<file path="config.mk">
export PLATFORM = sky130hd
export DESIGN_NAME = epi_unit
export DESIGN_NICKNAME = d
export VERILOG_FILES = /design/src/epi_pkg.sv /design/src/epi_unit.sv
export VERILOG_INCLUDE_DIRS = /design/src
export SDC_FILE = /design/constraint.sdc
export NUM_CORES = 1
export LEC_CHECK = 0
export BUFFER_PORTS_ARGS = -buffer_cell sky130_fd_sc_hd__clkbuf_2
export CAP_MARGIN = 20
export CELL_PAD_IN_SITES_DETAIL_PLACEMENT = 2
export CELL_PAD_IN_SITES_GLOBAL_PLACEMENT = 2
export CORE_UTILIZATION = 25
export DETAILED_ROUTE_END_ITERATION = 7
export GPL_TIMING_DRIVEN = 0
export HOLD_SLACK_MARGIN = 0.05
export PLACE_DENSITY = 0.75
export SLEW_MARGIN = 25
export SYNTH_ARGS = -nofsm -noshare
export SYNTH_HDL_FRONTEND = slang
export SYNTH_SLANG_ARGS = --single-unit
</file>
<file path="constraint.sdc">
create_clock -name sys_clk -period 1.9 [get_ports sys_clk]
set_input_delay 0 -clock sys_clk [delete_from_list [all_inputs] [get_ports sys_clk]]
set_output_delay 0 -clock sys_clk [all_outputs]
set_load 0.05 [all_outputs]
</file>
<file path="src/epi_consts.svh">
// offsets, field positions, reset values and vector addresses of the pin interrupt unit
// assumes a 32-bit avalon-mm slave with word addresses in bytes
`ifndef EPI_CONSTS_SVH
`define EPI_CONSTS_SVH
`define EPI_ADDR_SENSE      4'h0
`define EPI_ADDR_SRC_MASK   4'h4
`define EPI_ADDR_PEND       4'h8
`define EPI_ADDR_PC_SEL     4'hc
`define EPI_ADDR_CORE       5'h10
`define EPI_ADDR_VEC        5'h14
`define EPI_ADDR_IRQ_STAT   5'h18
`define EPI_ADDR_IRQ_MASK   5'h1c
`define EPI_BIT_DED         6
`define EPI_BIT_PC          5
`define EPI_SRC_MASK_USED   8'h60
`define EPI_PC_SEL_USED     8'h3f
`define EPI_RESET_BYTE      8'h00
`define EPI_VEC_DED         16'h0001
`define EPI_VEC_PC          16'h0002
`define EPI_VEC_NONE        16'h0000
`endif

</file>
<file path="src/epi_pkg.sv">
// types of the pin interrupt unit
// assumes epi_consts.svh is on the include path
package epi_pkg;
  typedef enum logic [1:0] {
    EPI_SENSE_LOW  = 2'b00,
    EPI_SENSE_ANY  = 2'b01,
    EPI_SENSE_FALL = 2'b10,
    EPI_SENSE_RISE = 2'b11
  } epi_sense_type;
  typedef enum logic [1:0] {
    EPI_BUS_IDLE = 2'b00,
    EPI_BUS_DONE = 2'b01
  } epi_bus_state_type;
endpackage : epi_pkg

</file>
<file path="src/epi_unit.sv">
// pin interrupt unit: one dedicated pin with sense control, six pin-change inputs
// assumes asynchronous pins, one 100 mhz clock, avalon-mm master with waitrequest
//
// What this block does
// - dedicated request needs global and own enable
// - sample pin first; pulses over one clock count
// - sense bits 1:0 select low/any/fall/rise
// - mask bit 6 enables dedicated pin request
// - pins trigger even when driven as outputs
// - mask bit 5 enables pin-change request
// - any enabled pin-change input change requests
// - reserved mask and flag bits read zero
// - flag bit 6 sets on dedicated trigger
// - flags clear on vector or written one
// - low-level mode holds dedicated flag cleared
// - flag bit 5 sets on pin change
// - pending, enabled flag requests core vector
// - select bits 5:0 enable inputs; 7:6 read zero
// - level detection needs no edge history; change detection compares with the previous sample
// - vectors 0x0001 dedicated, 0x0002 pin change
//
// The implementer's own choices: the register offsets and register access over Avalon-MM.
`include "epi_consts.svh"
`timescale 1ns/10ps
`default_nettype none
module epi_unit (
  input  wire logic        sys_clk,
  input  wire logic        rst,
  input  wire logic [4:0]  avs_address,
  input  wire logic        avs_read,
  input  wire logic        avs_write,
  input  wire logic [31:0] avs_writedata,
  input  wire logic [3:0]  avs_byteenable,
  output logic      [31:0] avs_readdata,
  output logic             avs_waitrequest,
  input  wire logic        dedicated_irq_pin,
  input  wire logic [5:0]  pin_change_inputs,
  input  wire logic        vector_ack,
  output logic             core_irq_req,
  output logic      [15:0] core_vector,
  output logic             irq
);
  import epi_pkg::*;

  // ----------------------------------------------------------------
  // input synchronisers
  // ----------------------------------------------------------------
  // pins are read through the synchroniser whatever drives them
  logic       ded_meta;
  logic       ded_sync;
  logic       ded_prev;
  logic [5:0] pc_meta;
  logic [5:0] pc_sync;
  logic [5:0] pc_prev;

  always_ff @(posedge sys_clk or posedge rst) begin
    if (rst) begin
      ded_meta <= 1'b1;
      ded_sync <= 1'b1;
      ded_prev <= 1'b1;
      pc_meta  <= 6'h00;
      pc_sync  <= 6'h00;
      pc_prev  <= 6'h00;
    end else begin
      ded_meta <= dedicated_irq_pin;
      ded_sync <= ded_meta;
      ded_prev <= ded_sync;
      pc_meta  <= pin_change_inputs;
      pc_sync  <= pc_meta;
      pc_prev  <= pc_sync;
    end
  end

  // ----------------------------------------------------------------
  // registers
  // ----------------------------------------------------------------
  logic [7:0]  sense_ctl;
  logic [7:0]  src_mask;
  logic [7:0]  pc_select;
  logic        global_ie;
  logic        ded_flag;
  logic        pc_flag;
  logic [1:0]  irq_stat;
  logic [1:0]  irq_mask;
  epi_bus_state_type bus_state;

  epi_sense_type sense_mode;
  assign sense_mode = epi_sense_type'(sense_ctl[1:0]);

  // ----------------------------------------------------------------
  // detection
  // ----------------------------------------------------------------
  wire ded_rise  = ded_sync & ~ded_prev;
  wire ded_fall  = ~ded_sync & ded_prev;
  // low level is judged on the current sample alone, no history needed
  wire ded_low   = ~ded_sync;
  wire ded_trig  = (sense_mode == EPI_SENSE_ANY)  ? (ded_rise | ded_fall) :
                   (sense_mode == EPI_SENSE_FALL) ? ded_fall :
                   (sense_mode == EPI_SENSE_RISE) ? ded_rise : 1'b0;
  wire level_md  = (sense_mode == EPI_SENSE_LOW);
  wire pc_trig   = |((pc_sync ^ pc_prev) & pc_select[5:0]);

  // level mode raises the request straight from the pin, the flag stays 0
  wire ded_pend  = level_md ? ded_low : ded_flag;
  wire ded_req   = ded_pend & src_mask[`EPI_BIT_DED] & global_ie;
  wire pc_req    = pc_flag & src_mask[`EPI_BIT_PC] & global_ie;
  wire any_req   = ded_req | pc_req;
  // the dedicated pin has the lower vector and wins when both pend
  wire [15:0] next_vector = ded_req ? `EPI_VEC_DED :
                            pc_req  ? `EPI_VEC_PC  : `EPI_VEC_NONE;
  wire ack_ded   = vector_ack & core_irq_req & (core_vector == `EPI_VEC_DED);
  wire ack_pc    = vector_ack & core_irq_req & (core_vector == `EPI_VEC_PC);

  // ----------------------------------------------------------------
  // bus decode
  // ----------------------------------------------------------------
  wire        bus_req  = (avs_read | avs_write) & (bus_state == EPI_BUS_IDLE);
  wire        wr_go    = avs_write & (bus_state == EPI_BUS_IDLE);
  wire        rd_go    = avs_read & (bus_state == EPI_BUS_IDLE);
  wire        wr_lo    = wr_go & avs_byteenable[0];
  wire [7:0]  wbyte    = avs_writedata[7:0];
  wire        wr_sense = wr_lo & (avs_address == 5'(`EPI_ADDR_SENSE));
  wire        wr_smask = wr_lo & (avs_address == 5'(`EPI_ADDR_SRC_MASK));
  wire        wr_pend  = wr_lo & (avs_address == 5'(`EPI_ADDR_PEND));
  wire        wr_pcsel = wr_lo & (avs_address == 5'(`EPI_ADDR_PC_SEL));
  wire        wr_core  = wr_lo & (avs_address == `EPI_ADDR_CORE);
  wire        wr_imask = wr_lo & (avs_address == `EPI_ADDR_IRQ_MASK);
  wire        rd_istat = rd_go & (avs_address == `EPI_ADDR_IRQ_STAT);
  wire [7:0]  pend_rd  = {1'b0, ded_flag, pc_flag, 5'h00};
  wire [7:0]  rd_byte  =
    (avs_address == 5'(`EPI_ADDR_SENSE))    ? sense_ctl :
    (avs_address == 5'(`EPI_ADDR_SRC_MASK)) ? (src_mask & `EPI_SRC_MASK_USED) :
    (avs_address == 5'(`EPI_ADDR_PEND))     ? pend_rd :
    (avs_address == 5'(`EPI_ADDR_PC_SEL))   ? (pc_select & `EPI_PC_SEL_USED) :
    (avs_address == `EPI_ADDR_CORE)         ? {7'h00, global_ie} :
    (avs_address == `EPI_ADDR_VEC)          ? core_vector[7:0] :
    (avs_address == `EPI_ADDR_IRQ_STAT)     ? {6'h00, irq_stat} :
    (avs_address == `EPI_ADDR_IRQ_MASK)     ? {6'h00, irq_mask} : 8'h00;

  // ----------------------------------------------------------------
  // flags: set wins over any clear in the same cycle
  // ----------------------------------------------------------------
  wire next_ded_flag = ded_trig | (~level_md & ded_flag & ~ack_ded
                       & ~(wr_pend & wbyte[`EPI_BIT_DED]));
  wire next_pc_flag  = pc_trig | (pc_flag & ~ack_pc
                       & ~(wr_pend & wbyte[`EPI_BIT_PC]));
  // level mode logs only the onset of low, not every cycle it stays low
  wire [1:0] events  = {ded_trig | (level_md & ded_low & ded_prev), pc_trig};
  wire [1:0] next_irq_stat = events | (irq_stat & ~{2{rd_istat}});

  always_ff @(posedge sys_clk or posedge rst) begin
    if (rst) begin
      sense_ctl <= `EPI_RESET_BYTE;
      src_mask  <= `EPI_RESET_BYTE;
      pc_select <= `EPI_RESET_BYTE;
      global_ie <= 1'b0;
      irq_mask  <= 2'b00;
    end else begin
      if (wr_sense) sense_ctl <= wbyte;
      if (wr_smask) src_mask  <= wbyte & `EPI_SRC_MASK_USED;
      if (wr_pcsel) pc_select <= wbyte & `EPI_PC_SEL_USED;
      if (wr_core)  global_ie <= wbyte[0];
      if (wr_imask) irq_mask  <= wbyte[1:0];
    end
  end

  always_ff @(posedge sys_clk or posedge rst) begin
    if (rst) begin
      ded_flag <= 1'b0;
      pc_flag  <= 1'b0;
      irq_stat <= 2'b00;
    end else begin
      ded_flag <= next_ded_flag;
      pc_flag  <= next_pc_flag;
      irq_stat <= next_irq_stat;
    end
  end

  // ----------------------------------------------------------------
  // outputs
  // ----------------------------------------------------------------
  // vectoring is shown to the core one cycle after the flag sets
  always_ff @(posedge sys_clk or posedge rst) begin
    if (rst) begin
      core_irq_req    <= 1'b0;
      core_vector     <= `EPI_VEC_NONE;
      irq             <= 1'b0;
      avs_readdata    <= 32'h0000_0000;
      avs_waitrequest <= 1'b1;
      bus_state       <= EPI_BUS_IDLE;
    end else begin
      core_irq_req <= any_req & ~(vector_ack & core_irq_req);
      core_vector  <= next_vector;
      irq          <= |(next_irq_stat & irq_mask);
      if (bus_req) begin
        avs_readdata    <= {24'h00_0000, rd_byte};
        avs_waitrequest <= 1'b0;
        bus_state       <= EPI_BUS_DONE;
      end else begin
        avs_waitrequest <= 1'b1;
        bus_state       <= EPI_BUS_IDLE;
      end
    end
  end
endmodule : epi_unit
`default_nettype wire

</file>
==> results of run 1 <==
[state kept, by name, summed over array words and instances, names as in the netlist, 2 cells and up]
register / count
avs_readdata: 8
sense_ctl: 8
pc_meta: 6
pc_prev: 6
pc_select: 6
pc_sync: 6
core_vector: 2
irq_mask: 2
irq_stat: 2
src_mask: 2
[critical path, stage by stage (launching register included)]
cell,delay (ns)
sky130_fd_sc_hd__dfrtp_1,0.38
sky130_fd_sc_hd__nand3b_1,0.30
sky130_fd_sc_hd__nor3_2,0.58
sky130_fd_sc_hd__mux2_2,0.40
[stage by stage]
step | setup WS, ns | TNS [ns]
floorplan | 0.396 | 0
finish | 0.118 | 0
CTS | 0.0873 | 0
global placement | -0.257 | -13.69
global route | 0.00774 | 0
detailed placement | 0.109 | 0
[cells by family after synthesis]
family / synth area share
XOR/XNOR: 0.0197
adder cells (fa/ha/maj): 0.00936
AND/OR/NAND/NOR: 0.110
other: 0.00140
AO/OA/AOI/OAI: 0.0721
multiplexers: 0.111
buffers and inverters: 0.131
flip-flops: 0.545
[layout make-up]
cell class / count / area, um2 / area share
Buffer: 45 / 328 / 0.0928
Clock buffer: 11 / 141 / 0.0400
Clock inverter: 5 / 30.0 / 0.00850
Inverter: 6 / 25.0 / 0.00709
Multi-Input combinational cell: 147 / 1000 / 0.285
Sequential cell: 58 / 1460 / 0.412
Tap cell: 136 / 170 / 0.0482
Timing Repair Buffer: 55 / 375 / 0.106
[placed cells by master, fill, tap and decap left out, types with 3 or more instances in the layout]
cell type,instances
sky130_fd_sc_hd__xor2_1,6
sky130_fd_sc_hd__dfrtp_1,54
sky130_fd_sc_hd__mux2_4,8
sky130_fd_sc_hd__clkinv_2,3
sky130_fd_sc_hd__clkbuf_8,10
sky130_fd_sc_hd__dlygate4sd3_1,17
sky130_fd_sc_hd__a22oi_1,6
sky130_fd_sc_hd__nand3_1,3
sky130_fd_sc_hd__mux2_2,11
sky130_fd_sc_hd__nor2_1,6
sky130_fd_sc_hd__clkbuf_1,5
sky130_fd_sc_hd__inv_1,5
sky130_fd_sc_hd__a21oi_1,3
sky130_fd_sc_hd__a22o_1,3
sky130_fd_sc_hd__nand3b_1,3
sky130_fd_sc_hd__conb_1,38
sky130_fd_sc_hd__o21ai_0,10
sky130_fd_sc_hd__dfstp_2,4
sky130_fd_sc_hd__buf_4,38
sky130_fd_sc_hd__clkbuf_2,37
sky130_fd_sc_hd__nor4_1,3
sky130_fd_sc_hd__nand2_1,13
sky130_fd_sc_hd__mux2i_1,3
[what timing repair did]
item                                    4_1_cts  5_1_grt
endpoints found under the setup margin        0        0
hold endpoints to repair                     82        0
hold buffers                                 17        0
[worst max-delay path by stage]
stage | startpoint | endpoint | slack, ns | cells after the start
6_report | bus_state[0] | pc_select[0] | 0.12 | 3
2_1_floorplan | bus_state[0] | src_mask[5] | 0.40 | 3
5_1_grt | bus_state[0] | src_mask[5] | 0.008 | 3
3_3_place_gp | rst | avs_readdata[4] | -0.26 | 2
3_5_place_dp | bus_state[0] | src_mask[5] | 0.11 | 3
4_1_cts | bus_state[0] | pc_select[5] | 0.09 | 3
[layer usage]
| metal | track usage | vias to the layer above | share of wire |
|---|---|---|---|
| met5 | 0 | - | 0 |
| met4 | 0.0543 | 0 | 0.015 |
| met3 | 0.0272 | 6 | 0.054 |
| met2 | 0.218 | 60 | 0.52 |
| met1 | 0.144 | 958 | 0.41 |
| li1 | - | 895 | - |
[power by group through the flow]
stage	logic (W)	clock network (W)	registers (W)
finish	0.000570	0.000985	0.00139
global route	0.000614	0.00107	0.00141
CTS	0.000575	0.00104	0.00140
detailed placement	0.000547	0	0.00142
global placement	0.000528	0	0.00141
floorplan	0.000392	0	0.00144
==> results, run 1 <==
- The sequential-to-total area share from yosys stat is 0.545.
- The die boundary height is 105 um.
- The number of search-and-repair iterations in the first detailed-routing pass is 4.
- For this run, the top clock speed supported by timing is 561 MHz.
- For this configuration, the core starts out at a cell density of 0.259.
- For the worst setup path, the data arrival time is 1.99 ns.
- The clock tree from TritonCTS is built.
- In this run the standard cell core region covers 10,300 um2.
- For this design the total switching power over the nets is 0.000915 W.
- The clock net in this run drives a total of 58 sinks.
- The worst setup path is of the flop to flop kind.
- The H-tree depth is 3.
- 0 antenna diodes ended up in the layout.
- The post-route cell area is 3530 um2.
- Of the total power, the share spent switching nets is 0.310.
- Once placement finished, the instance area stood at 3190 um2.
- The tightest hold path in the finished design has a slack of 0.105 ns.
- The power per cell area is 835 nW/um2.
- The post-synthesis cell type count is 47.
- The tightest min-delay check is of the input port to flop type.
- The first global-routing pass estimated 10,500 um of wire.
- After clock tree synthesis, the clock-pin slew on the worst setup and hold paths is 0.07 ns.
- The kind of capture point of the worst setup path is a flop.
- Yosys mapped a number of flops with a built-in enable equal to 0.
- The worst vdd rail ir drop is 0.268 mV.
- The cell count of the worst hold path is 4.
- In this run the critical register-to-register path is launched from bus_state[0].
- The quantity of gates resized following cts is 0.
- The max capacitance violation total is 0.
- The critical-path maximum fanout is 6.
- The worst register-to-register path ends at pc_select[0].
- The routed design could run at a clock period as short as 1.78 ns.
- The via count of the first global-routing pass is 2,040.
- The width of the die is 105 um.
- The depth of the most critical reg-to-reg path is 3.
- The number of failing hold endpoints at the final stage is 0.
- In this run the remaining antenna-violating nets after routing total 0.
- The share of total power dissipated in combinational logic is 0.193.
- The path with the worst hold slack has its endpoint at avs_readdata[7].
- The cell type with the highest aggregate area in the netlist is sky130_fd_sc_hd__dfrtp_1.
- The flow ran to the end, and the final reports show no timing, DRC or antenna violations.
- The number of DRC markers in iteration 0 is 41.
- Total power for the finished layout comes to 0.00295 W.
- The sequential cell fraction of total power is 0.473.
- The sum of overflow across all layers after global routing is 0.
- The kind of start point of the critical path is a flop.
- The wire-length estimate of the detail-placed layout is 4780 um.
- After synthesis the netlist holds a flip-flop and latch count of 58.
- For this design the static power due to leakage is 1.75 nW.
- The clock latency on the worst-skew pair is 0.33 ns.
- The initial antenna violation count came to 0.
- In this run the tightest slew margin relative to its limit is 0.596.
- The startpoint identified for the worst hold timing path is avs_address[2].
- For this run, asynchronously set or reset flops after synthesis account for 1.00.
- The mean instance size in the synthesized netlist is 12.2 um2.
- Post-CTS timing repair inserted 0 buffers for setup.
- The count of buffers from port buffering is 37.
- In the synthesized netlist, the number of instances is 219.
- After detailed routing, the average wire length per cell comes to 13.4 um.
- In this run the cell area of the synthesized design comes to 2670 um2.
- Pin placement for this block handled 104 I/O pins.
- The clock passes through at most 2 buffers.
- Setup repair after global routing left no endpoint under its margin.
- Of the post-synthesis cell area, the dominant cell type holds 0.506.
- In the final layout, the share of cells above drive strength 1 is 0.382.
- The number of placement rows is 37.
- The finished layout holds 463 standard cells, fillers aside.
- The internal power of the cells is 0.00203 W.
- The die footprint is 11,100 um2.
- By instance count, the leading cell after synthesis is sky130_fd_sc_hd__dfrtp_1.
- The via total after detailed routing is 1,919.
- The net count of the finished layout is 377.
- The transition time at the pin with the least slew margin is 0.603 ns.
- The total CTS buffers is 9.
- In the finished design, the share of the clock period the worst path needs comes to 0.938.
- The final weighted congestion in routability-driven placement is 0.718.
- Clock skew on the completed layout was measured at 0.00635 ns.
- Of the total power, the clock network draws 0.334.
- The total count of max-transition violations in the final report was 0.
- In the routed design, unresolved DRC markers number 0.
- Among all flip-flop cells after synthesis, the most frequent one is sky130_fd_sc_hd__dfrtp_1.
- The required time of the worst setup path is 2.11 ns.
- In this run the register-to-register setup slack is 0.12 ns.
- Yosys printed 0 warnings.
- The via count normalized by instance count is 4.14.
- The final-report setup violation count is 0.
- The share of the core filled with cells is 0.342.
- Once placement completed, the tool counted placed cells totaling 430.
- The commonest cells after synthesis are sky130_fd_sc_hd__dfrtp_1 (54), sky130_fd_sc_hd__buf_4 (38), sky130_fd_sc_hd__nand2_1 (13), sky130_fd_sc_hd__mux2_2 (11), sky130_fd_sc_hd__o21ai_0 (10).
- The post-synthesis to final-layout area growth is 32.1%.
- For this block, the routed nets add up to 6210 um of wire.
- After synthesis, the cell types taking the most area are sky130_fd_sc_hd__dfrtp_1 (51%), sky130_fd_sc_hd__buf_4 (11%), sky130_fd_sc_hd__mux2_2 (4.6%).
- After filler insertion, the fill cell instance count of the layout stands at 1,129.
- The overall track demand over capacity in global routing is 0.124.
- The CTS root buffer is sky130_fd_sc_hd__clkbuf_8.
- The pin count of the biggest net entering global routing is 41.
(Power assumes the default switching activity.)
==> run 2: changes to the inputs <==
--- a/config.mk
+++ b/config.mk
@@ -10,11 +10,12 @@
 export CAP_MARGIN = 20
 export CELL_PAD_IN_SITES_DETAIL_PLACEMENT = 2
 export CELL_PAD_IN_SITES_GLOBAL_PLACEMENT = 2
+export CORE_ASPECT_RATIO = 0.5
 export CORE_UTILIZATION = 25
 export DETAILED_ROUTE_END_ITERATION = 7
 export GPL_TIMING_DRIVEN = 0
 export HOLD_SLACK_MARGIN = 0.05
-export PLACE_DENSITY = 0.75
+export PLACE_DENSITY_LB_ADDON = 0.1
 export SLEW_MARGIN = 25
 export SYNTH_ARGS = -nofsm -noshare
 export SYNTH_HDL_FRONTEND = slang
==> results, run 2 (synthesized netlist as in run 1, its figures left out) <==
- The flow ran to the end, and the final reports show no timing, DRC or antenna violations.
- Summed over all cells, the static leakage comes to 1.82 nW.
- The average wire per cell in the routed design is 14.4 um.
- The number of search-and-repair iterations in the first detailed-routing pass is 4.
- The number of failing hold endpoints at the final stage came to 0.
- For the worst flop-to-flop path, the logic depth is 4.
- The critical-path maximum fanout is 6.
- The final-report setup violation count is 0.
- The reg-to-reg critical path startpoint is bus_state[0].
- The number of antenna-violating nets in the routed design is 0.
- For this design, the sink count on the clock tree is 58.
- The setup path with the least slack is of type flop to flop.
- The final critical delay including setup and external delays is 1.79 ns.
- The I/O pin count is 104.
- Traced cell by cell, the critical path runs through nand3b_1, nor4_1, nand2_1, a31o_2.
- Power comes to 0.00355 W.
- The largest registers in the layout are avs_readdata (8), sense_ctl (8).
- The later pin in the worst-skew pair is clocked with a latency of 0.33 ns.
- In the layout the commonest cells are sky130_fd_sc_hd__dfrtp_1 (54), sky130_fd_sc_hd__buf_4 (38), sky130_fd_sc_hd__conb_1 (38), sky130_fd_sc_hd__clkbuf_2 (37), sky130_fd_sc_hd__dlygate4sd3_1 (17).
- The overall track demand over capacity in global routing is 0.132.
- Once detailed placement completed, the half-perimeter wirelength came to 5060 um.
- The number of filler cells placed in the layout is 1,118.
- The setup fix buffers added after clock tree synthesis is 0.
- The detailed-route wire length on metal 1 is 3310 um.
- The worst pin sits at a relative slew slack of 0.629.
- In this run the horizontal extent of the chip is 148 um.
- The highest routed metal layer is met4.
- The detailed-routed wire length on met3 is 438 um.
- The via total after detailed routing is 1,886.
- In this run the vertical extent of the chip is 75.1 um.
- Setup slack on the worst reg-to-reg path comes out at 0.11 ns.
- The kind of start point of the critical path is a flop.
- Port buffering added 37 buffers.
- Before CTS, the worst setup slack after placement is 0.0593 ns.
- The number of placement rows is 26.
- At the end of routability-driven placement, the weighted congestion stood at 0.710.
- The library cell used most frequently in the layout, excluding fill and tap cells, is sky130_fd_sc_hd__dfrtp_1.
- For this configuration, the core starts out at a cell density of 0.259.
- The cell sitting at the root of the clock tree is a sky130_fd_sc_hd__clkbuf_16.
- For this design the ratio of total power to cell area is 968 nW/um2.
- STA puts the critical path data arrival time at 2.01 ns.
- The required time of the worst setup path is 2.11 ns.
- The sum of met2 wire segment lengths after detailed routing is 2890 um.
- The via count of the first global-routing pass is 1,983.
- At the end of the flow, the number of nets in the layout was 377.
- The cell count of the worst hold path is 4.
- The sink of the worst hold path is avs_readdata[7].
- Adding up every negative setup slack in the final design gives 0 ns.
- Setup repair after global routing left no endpoint under its margin.
- The die footprint is 11,100 um2.
- The cell with the largest stage delay on the worst path is sky130_fd_sc_hd__nor4_1.
- The pin count of the biggest net entering global routing is 37.
- The smallest setup slack after layout is 0.105 ns.
- The initial antenna violation count was 0.
- The combined area of the multi-input logic cells is 1020 um2.
- In the routed layout, each cell is associated on average with a via count of 4.05.
- The register area is 1460 um2.
- At the pin with the least slew margin, the transition time is 0.551 ns.
- The worst vdd rail ir drop is 0.374 mV.
- Once layout is complete, the utilization of the core stands at 0.355.
- In this run, CTS created clock tree buffers numbering 9.
- In this design, the stage delay of the slowest critical-path cell is 0.58 ns.
- The repair_antennas step left the layout with diodes totalling 0.
- The core region is 10,300 um2.
- TritonCTS built the clock tree.
- The sum of overflow across all layers after global routing is 0.
- Of the available clock period, the critical path in the final layout requires 0.945.
- For this block, the initial DRC count from the detailed router was 90.
- In this run the critical register-to-register path is captured at pc_flag.
- After clock tree synthesis, the clock-pin slew on the worst setup and hold paths is 0.05 ns.
- The total count of max-transition violations in the final report is 0.
- The longest clock path from root to sink contains 2 buffers.
- Relative to the synthesized area, the layout overhead comes to 37.1%.
- The kind of capture point of the worst setup path is a flop.
- The routed wire length is 6720 um.
- The worst hold path begins at avs_address[2].
- The total cell area at the placement stage is 3190 um2.
- Clock skew on the completed layout was measured at 0.00484 ns.
- The proportion of layout cells with a drive suffix above 1 is 0.380.
- The first global-routing pass estimated 10,800 um of wire.
- The H-tree depth is 3.
- The post-route cell area is 3660 um2.
- Across the run, the number of max-cap violations was 0.
- The post-route DRC violation count is 0.
- The tightest min-delay check is of the input port to flop type.
- Based on the critical path, the design can be clocked at up to 557 MHz.
[run 2: how the worst max path moves through the flow]
stage / start / slack (ns) / end / cells past startpoint
final: bus_state[0] / 0.11 / pc_flag / 4
after global routing: bus_state[0] / 0.08 / pc_flag / 4
after CTS: bus_state[0] / 0.03 / src_mask[6] / 3
after detailed placement: bus_state[0] / 0.06 / src_mask[6] / 3
after global placement: rst / -0.30 / avs_readdata[1] / 2
after floorplan: bus_state[0] / 0.40 / src_mask[5] / 3
[run 2: layout make-up]
class,instances,share of cell area
buffer,45,0.0895
clock buffer,12,0.0673
clock inverter,3,0.0109
inverter,6,0.00683
multi-input combinational,147,0.278
sequential,58,0.398
tap,140,0.0478
timing repair buffer,55,0.102
[run 2: stage by stage]
step / hold slack (ns) / instances
global route: 0.153 / 466
detailed placement: -0.0106 / 434
global placement: 0.0910 / 433
floorplan: 0.00448 / 256
CTS: 0.115 / 466
finish: 0.120 / 466
[run 2: routing by layer]
layer	GRT usage	vias to the layer above
met5	0	-
met4	0.0412	0
met3	0.0509	7
met2	0.202	70
met1	0.173	920
li1	-	889
[run 2: where the power goes]
| group | leakage, nW | switching, W | internal [W] | total, W |
|---|---|---|---|---|
| Clock | 0.142 | 0.000535 | 0.00104 | 0.00157 |
| Sequential | 0.727 | 0.0000694 | 0.00133 | 0.00140 |
| Combinational | 0.952 | 0.000368 | 0.000206 | 0.000574 |
[run 2: critical path: cells and delay by family (launching register included)]
kind	cells	cell delay, ns
and+or+nand+nor	3	1.06
AOI/OAI and AO/OA	1	0.25
DFF	1	0.37
[run 2: repair_timing]
item,4_1_cts,5_1_grt
hold buffers,17,0
endpoints found under the hold margin,85,0
endpoints found under the setup margin,0,8
gates resized for setup,0,2
==> run 3: changes to the inputs <==
--- a/config.mk
+++ b/config.mk
@@ -6,13 +6,13 @@
 export SDC_FILE = /design/constraint.sdc
 export NUM_CORES = 1
 export LEC_CHECK = 0
-export BUFFER_PORTS_ARGS = -buffer_cell sky130_fd_sc_hd__clkbuf_2
 export CAP_MARGIN = 20
 export CELL_PAD_IN_SITES_DETAIL_PLACEMENT = 2
 export CELL_PAD_IN_SITES_GLOBAL_PLACEMENT = 2
 export CORE_ASPECT_RATIO = 0.5
 export CORE_UTILIZATION = 25
 export DETAILED_ROUTE_END_ITERATION = 7
+export DONT_BUFFER_PORTS = 1
 export GPL_TIMING_DRIVEN = 0
 export HOLD_SLACK_MARGIN = 0.05
 export PLACE_DENSITY_LB_ADDON = 0.1
==> results, run 3 (synthesized netlist as in run 1, its figures left out) <==
- The clock tree from TritonCTS is built.
- Counting both buffers and inverters, the worst setup path holds a total of 0.
- The clock transition at the registers of the reported paths is 0.05 ns.
- For this run, the slowest stage of the critical path takes 0.49 ns.
- The count of buffers from port buffering is 0.
- The first global-routing pass estimated 10,400 um of wire.
- The number of failing hold endpoints at the final stage is 0.
- The design draws 0.00375 W.
- The die covers 11,100 um2.
- The run finished with clean final reports.
- The number of filler cells placed in the layout is 1,107.
- The via total after detailed routing is 1,783.
- The slowest stage of the critical path is the sky130_fd_sc_hd__nor4b_2 cell.
- The CTS root buffer is sky130_fd_sc_hd__clkbuf_16.
- In this run the remaining antenna-violating nets after routing total 0.
- For the worst setup path, the data required time is 2.11 ns.
- The clock net in this run drives a total of 58 sinks.
- The final clock period utilization by the worst path is 0.905.
- The pin count of the biggest net entering global routing is 37.
- The I/O pin count is 104.
- The combinational fraction of design power is 0.129.
- The first routing iteration left 73 violations.
- Setup repair after global routing left no endpoint under its margin.
- The worst setup path is launched from a flop.
- The routed wire length is 6610 um.
- Traced cell by cell, the critical path runs through nand3b_1, nor4b_2, mux2_2.
- In this run the cell area measured after placement is 3010 um2.
- Measured against its own limit, the worst slew margin works out to 0.611.
- The via count normalized by instance count is 4.12.
- The width of the die is 148 um.
- The via count of the first global-routing pass is 1,853.
- Power spread over the standard cell area amounts to 1050 nW/um2.
- The initial utilization of the core area, before any placement, comes to 0.259.
- The worst setup path is captured at a flop.
- The analysis attributes to cell leakage a power of 1.70 nW.
- The clock latency on the worst-skew pair is 0.33 ns.
- Of the total power, the share spent switching nets is 0.262.
- The largest registers in the layout are avs_readdata (8), sense_ctl (8).
- The data arrival time of the critical path is 1.93 ns.
- In the final routed layout, each cell accounts on average for 15.3 um.
- By startpoint and endpoint, the worst setup path is classified as flop to flop.
- The total count of max-transition violations in the final report is 0.
- In this design, the largest share of critical-path delay is due to simple AND/OR/NAND/NOR gates.
- After routing the design area is 3560 um2.
- The smallest setup slack after layout is 0.181 ns.
- The congestion estimate from routability-driven global placement came to 0.701.
- Of the cells placed in the final design, the portion with a size suffix greater than 1 is 0.307.
- The setup slack at placement is 0.0195 ns.
- The share of total power in the clock network is 0.483.
- The worst vdd rail ir drop is 0.513 mV.
- Of the total power, registers draw 0.388.
- The H-tree depth is 3.
- 0 antenna diodes ended up in the layout.
- The die boundary height is 75.1 um.
- Compared with the post-synthesis result, the final layout area differs by 33.2%.
- The post-route DRC violation count is 0.
- The share of the core filled with cells is 0.345.
- Max-cap violations in this run came to 0.
- In this run, CTS created clock tree buffers numbering 9.
- In the final design database the tool counted 343 nets.
- The number of search-and-repair iterations in the first detailed-routing pass is 4.
- The library cells used most frequently in the layout, excluding fill and tap cells, are sky130_fd_sc_hd__dfrtp_1 (54), sky130_fd_sc_hd__buf_4 (38), sky130_fd_sc_hd__conb_1 (38), sky130_fd_sc_hd__dlygate4sd3_1 (20), sky130_fd_sc_hd__nand2_1 (13).
- In this run the deepest clock path goes through 2 buffers.
- The number of placement rows is 26.
- At the pin with the least slew margin, the transition time is 0.584 ns.
- The initial antenna violation count is 0.
- The most frequent standard cell in the layout excluding fill and tap cells is sky130_fd_sc_hd__dfrtp_1.
- The HPWL after detailed placement is 5000 um.
- The sum of overflow across all layers after global routing is 0.
- The overall track demand over capacity in global routing is 0.131.
- Internal power comes to 0.00276 W.
- The smallest clock period supported by the final layout is computed as 1.72 ns.
- The clock arrives with 0.00379 ns of skew.
- Setup violations remaining at the end of the flow were counted as 0.
- The critical-path maximum fanout is 6.
- The worst hold slack after final layout is 0.0771 ns.
- After floorplanning, the core was sized to cover 10,300 um2.
- The highest achievable clock rate is 582 MHz.
- The class of the most critical hold timing path is input port to flop.
- The net switching power of the design is 0.000981 W.
run 3: through the flow:
step / cells / TNS (ns)
4_1_cts: 433 / 0
3_3_place_gp: 396 / -13.10
5_1_grt: 433 / 0
6_report: 433 / 0
3_5_place_dp: 397 / 0
2_1_floorplan: 256 / 0
run 3: area by class of cell:
class,instances,area [um2],share of cell area
clock inverter,4,72.6,0.0204
buffer,45,328,0.0921
clock buffer,12,267,0.0748
sequential,58,1460,0.409
timing repair buffer,21,220,0.0618
multi-input combinational,147,1020,0.286
inverter,6,25.0,0.00703
tap,140,175,0.0492
run 3: timing repair:
item,CTS,global route
setup buffers,0,0
hold buffers,20,0
endpoints found under the hold margin,89,0
setup endpoints to repair,0,5
resized for setup,0,2
run 3: routing by layer:
metal / global-route usage / up-vias / part of all wire
li1: - / 824 / -
met1: 0.166 / 885 / 0.47
met2: 0.199 / 65 / 0.44
met3: 0.0527 / 9 / 0.074
met4: 0.0550 / 0 / 0.016
met5: 0 / - / 0
run 3: worst reg2reg max path, cell delays in order (launching register included):
cell                       delay (ns)
sky130_fd_sc_hd__dfrtp_1         0.38
sky130_fd_sc_hd__nand3b_1        0.34
sky130_fd_sc_hd__nor4b_2         0.49
sky130_fd_sc_hd__mux2_2          0.39
run 3: final timing paths:
path | startpoint | endpoint | slack, ns | cells after the start
min in group asynchronous | rst | core_irq_req | 0.12 | 2
setup / recovery | bus_state[0] | src_mask[5] | 0.18 | 3
hold reg to reg | pc_meta[5] | pc_sync[5] | 0.35 | 0
hold / removal | avs_address[0] | irq_stat[0] | 0.08 | 3
setup reg to reg | bus_state[0] | src_mask[5] | 0.18 | 3
max in group asynchronous | rst | avs_waitrequest | 1.21 | 3
run 3: power by group through the flow:
stage / clock network [W] / logic (W) / registers (W)
2_1_floorplan: 0 / 0.000392 / 0.00144
3_3_place_gp: 0 / 0.000429 / 0.00147
3_5_place_dp: 0 / 0.000443 / 0.00147
4_1_cts: 0.00186 / 0.000484 / 0.00145
5_1_grt: 0.00191 / 0.000524 / 0.00147
6_report: 0.00181 / 0.000483 / 0.00145
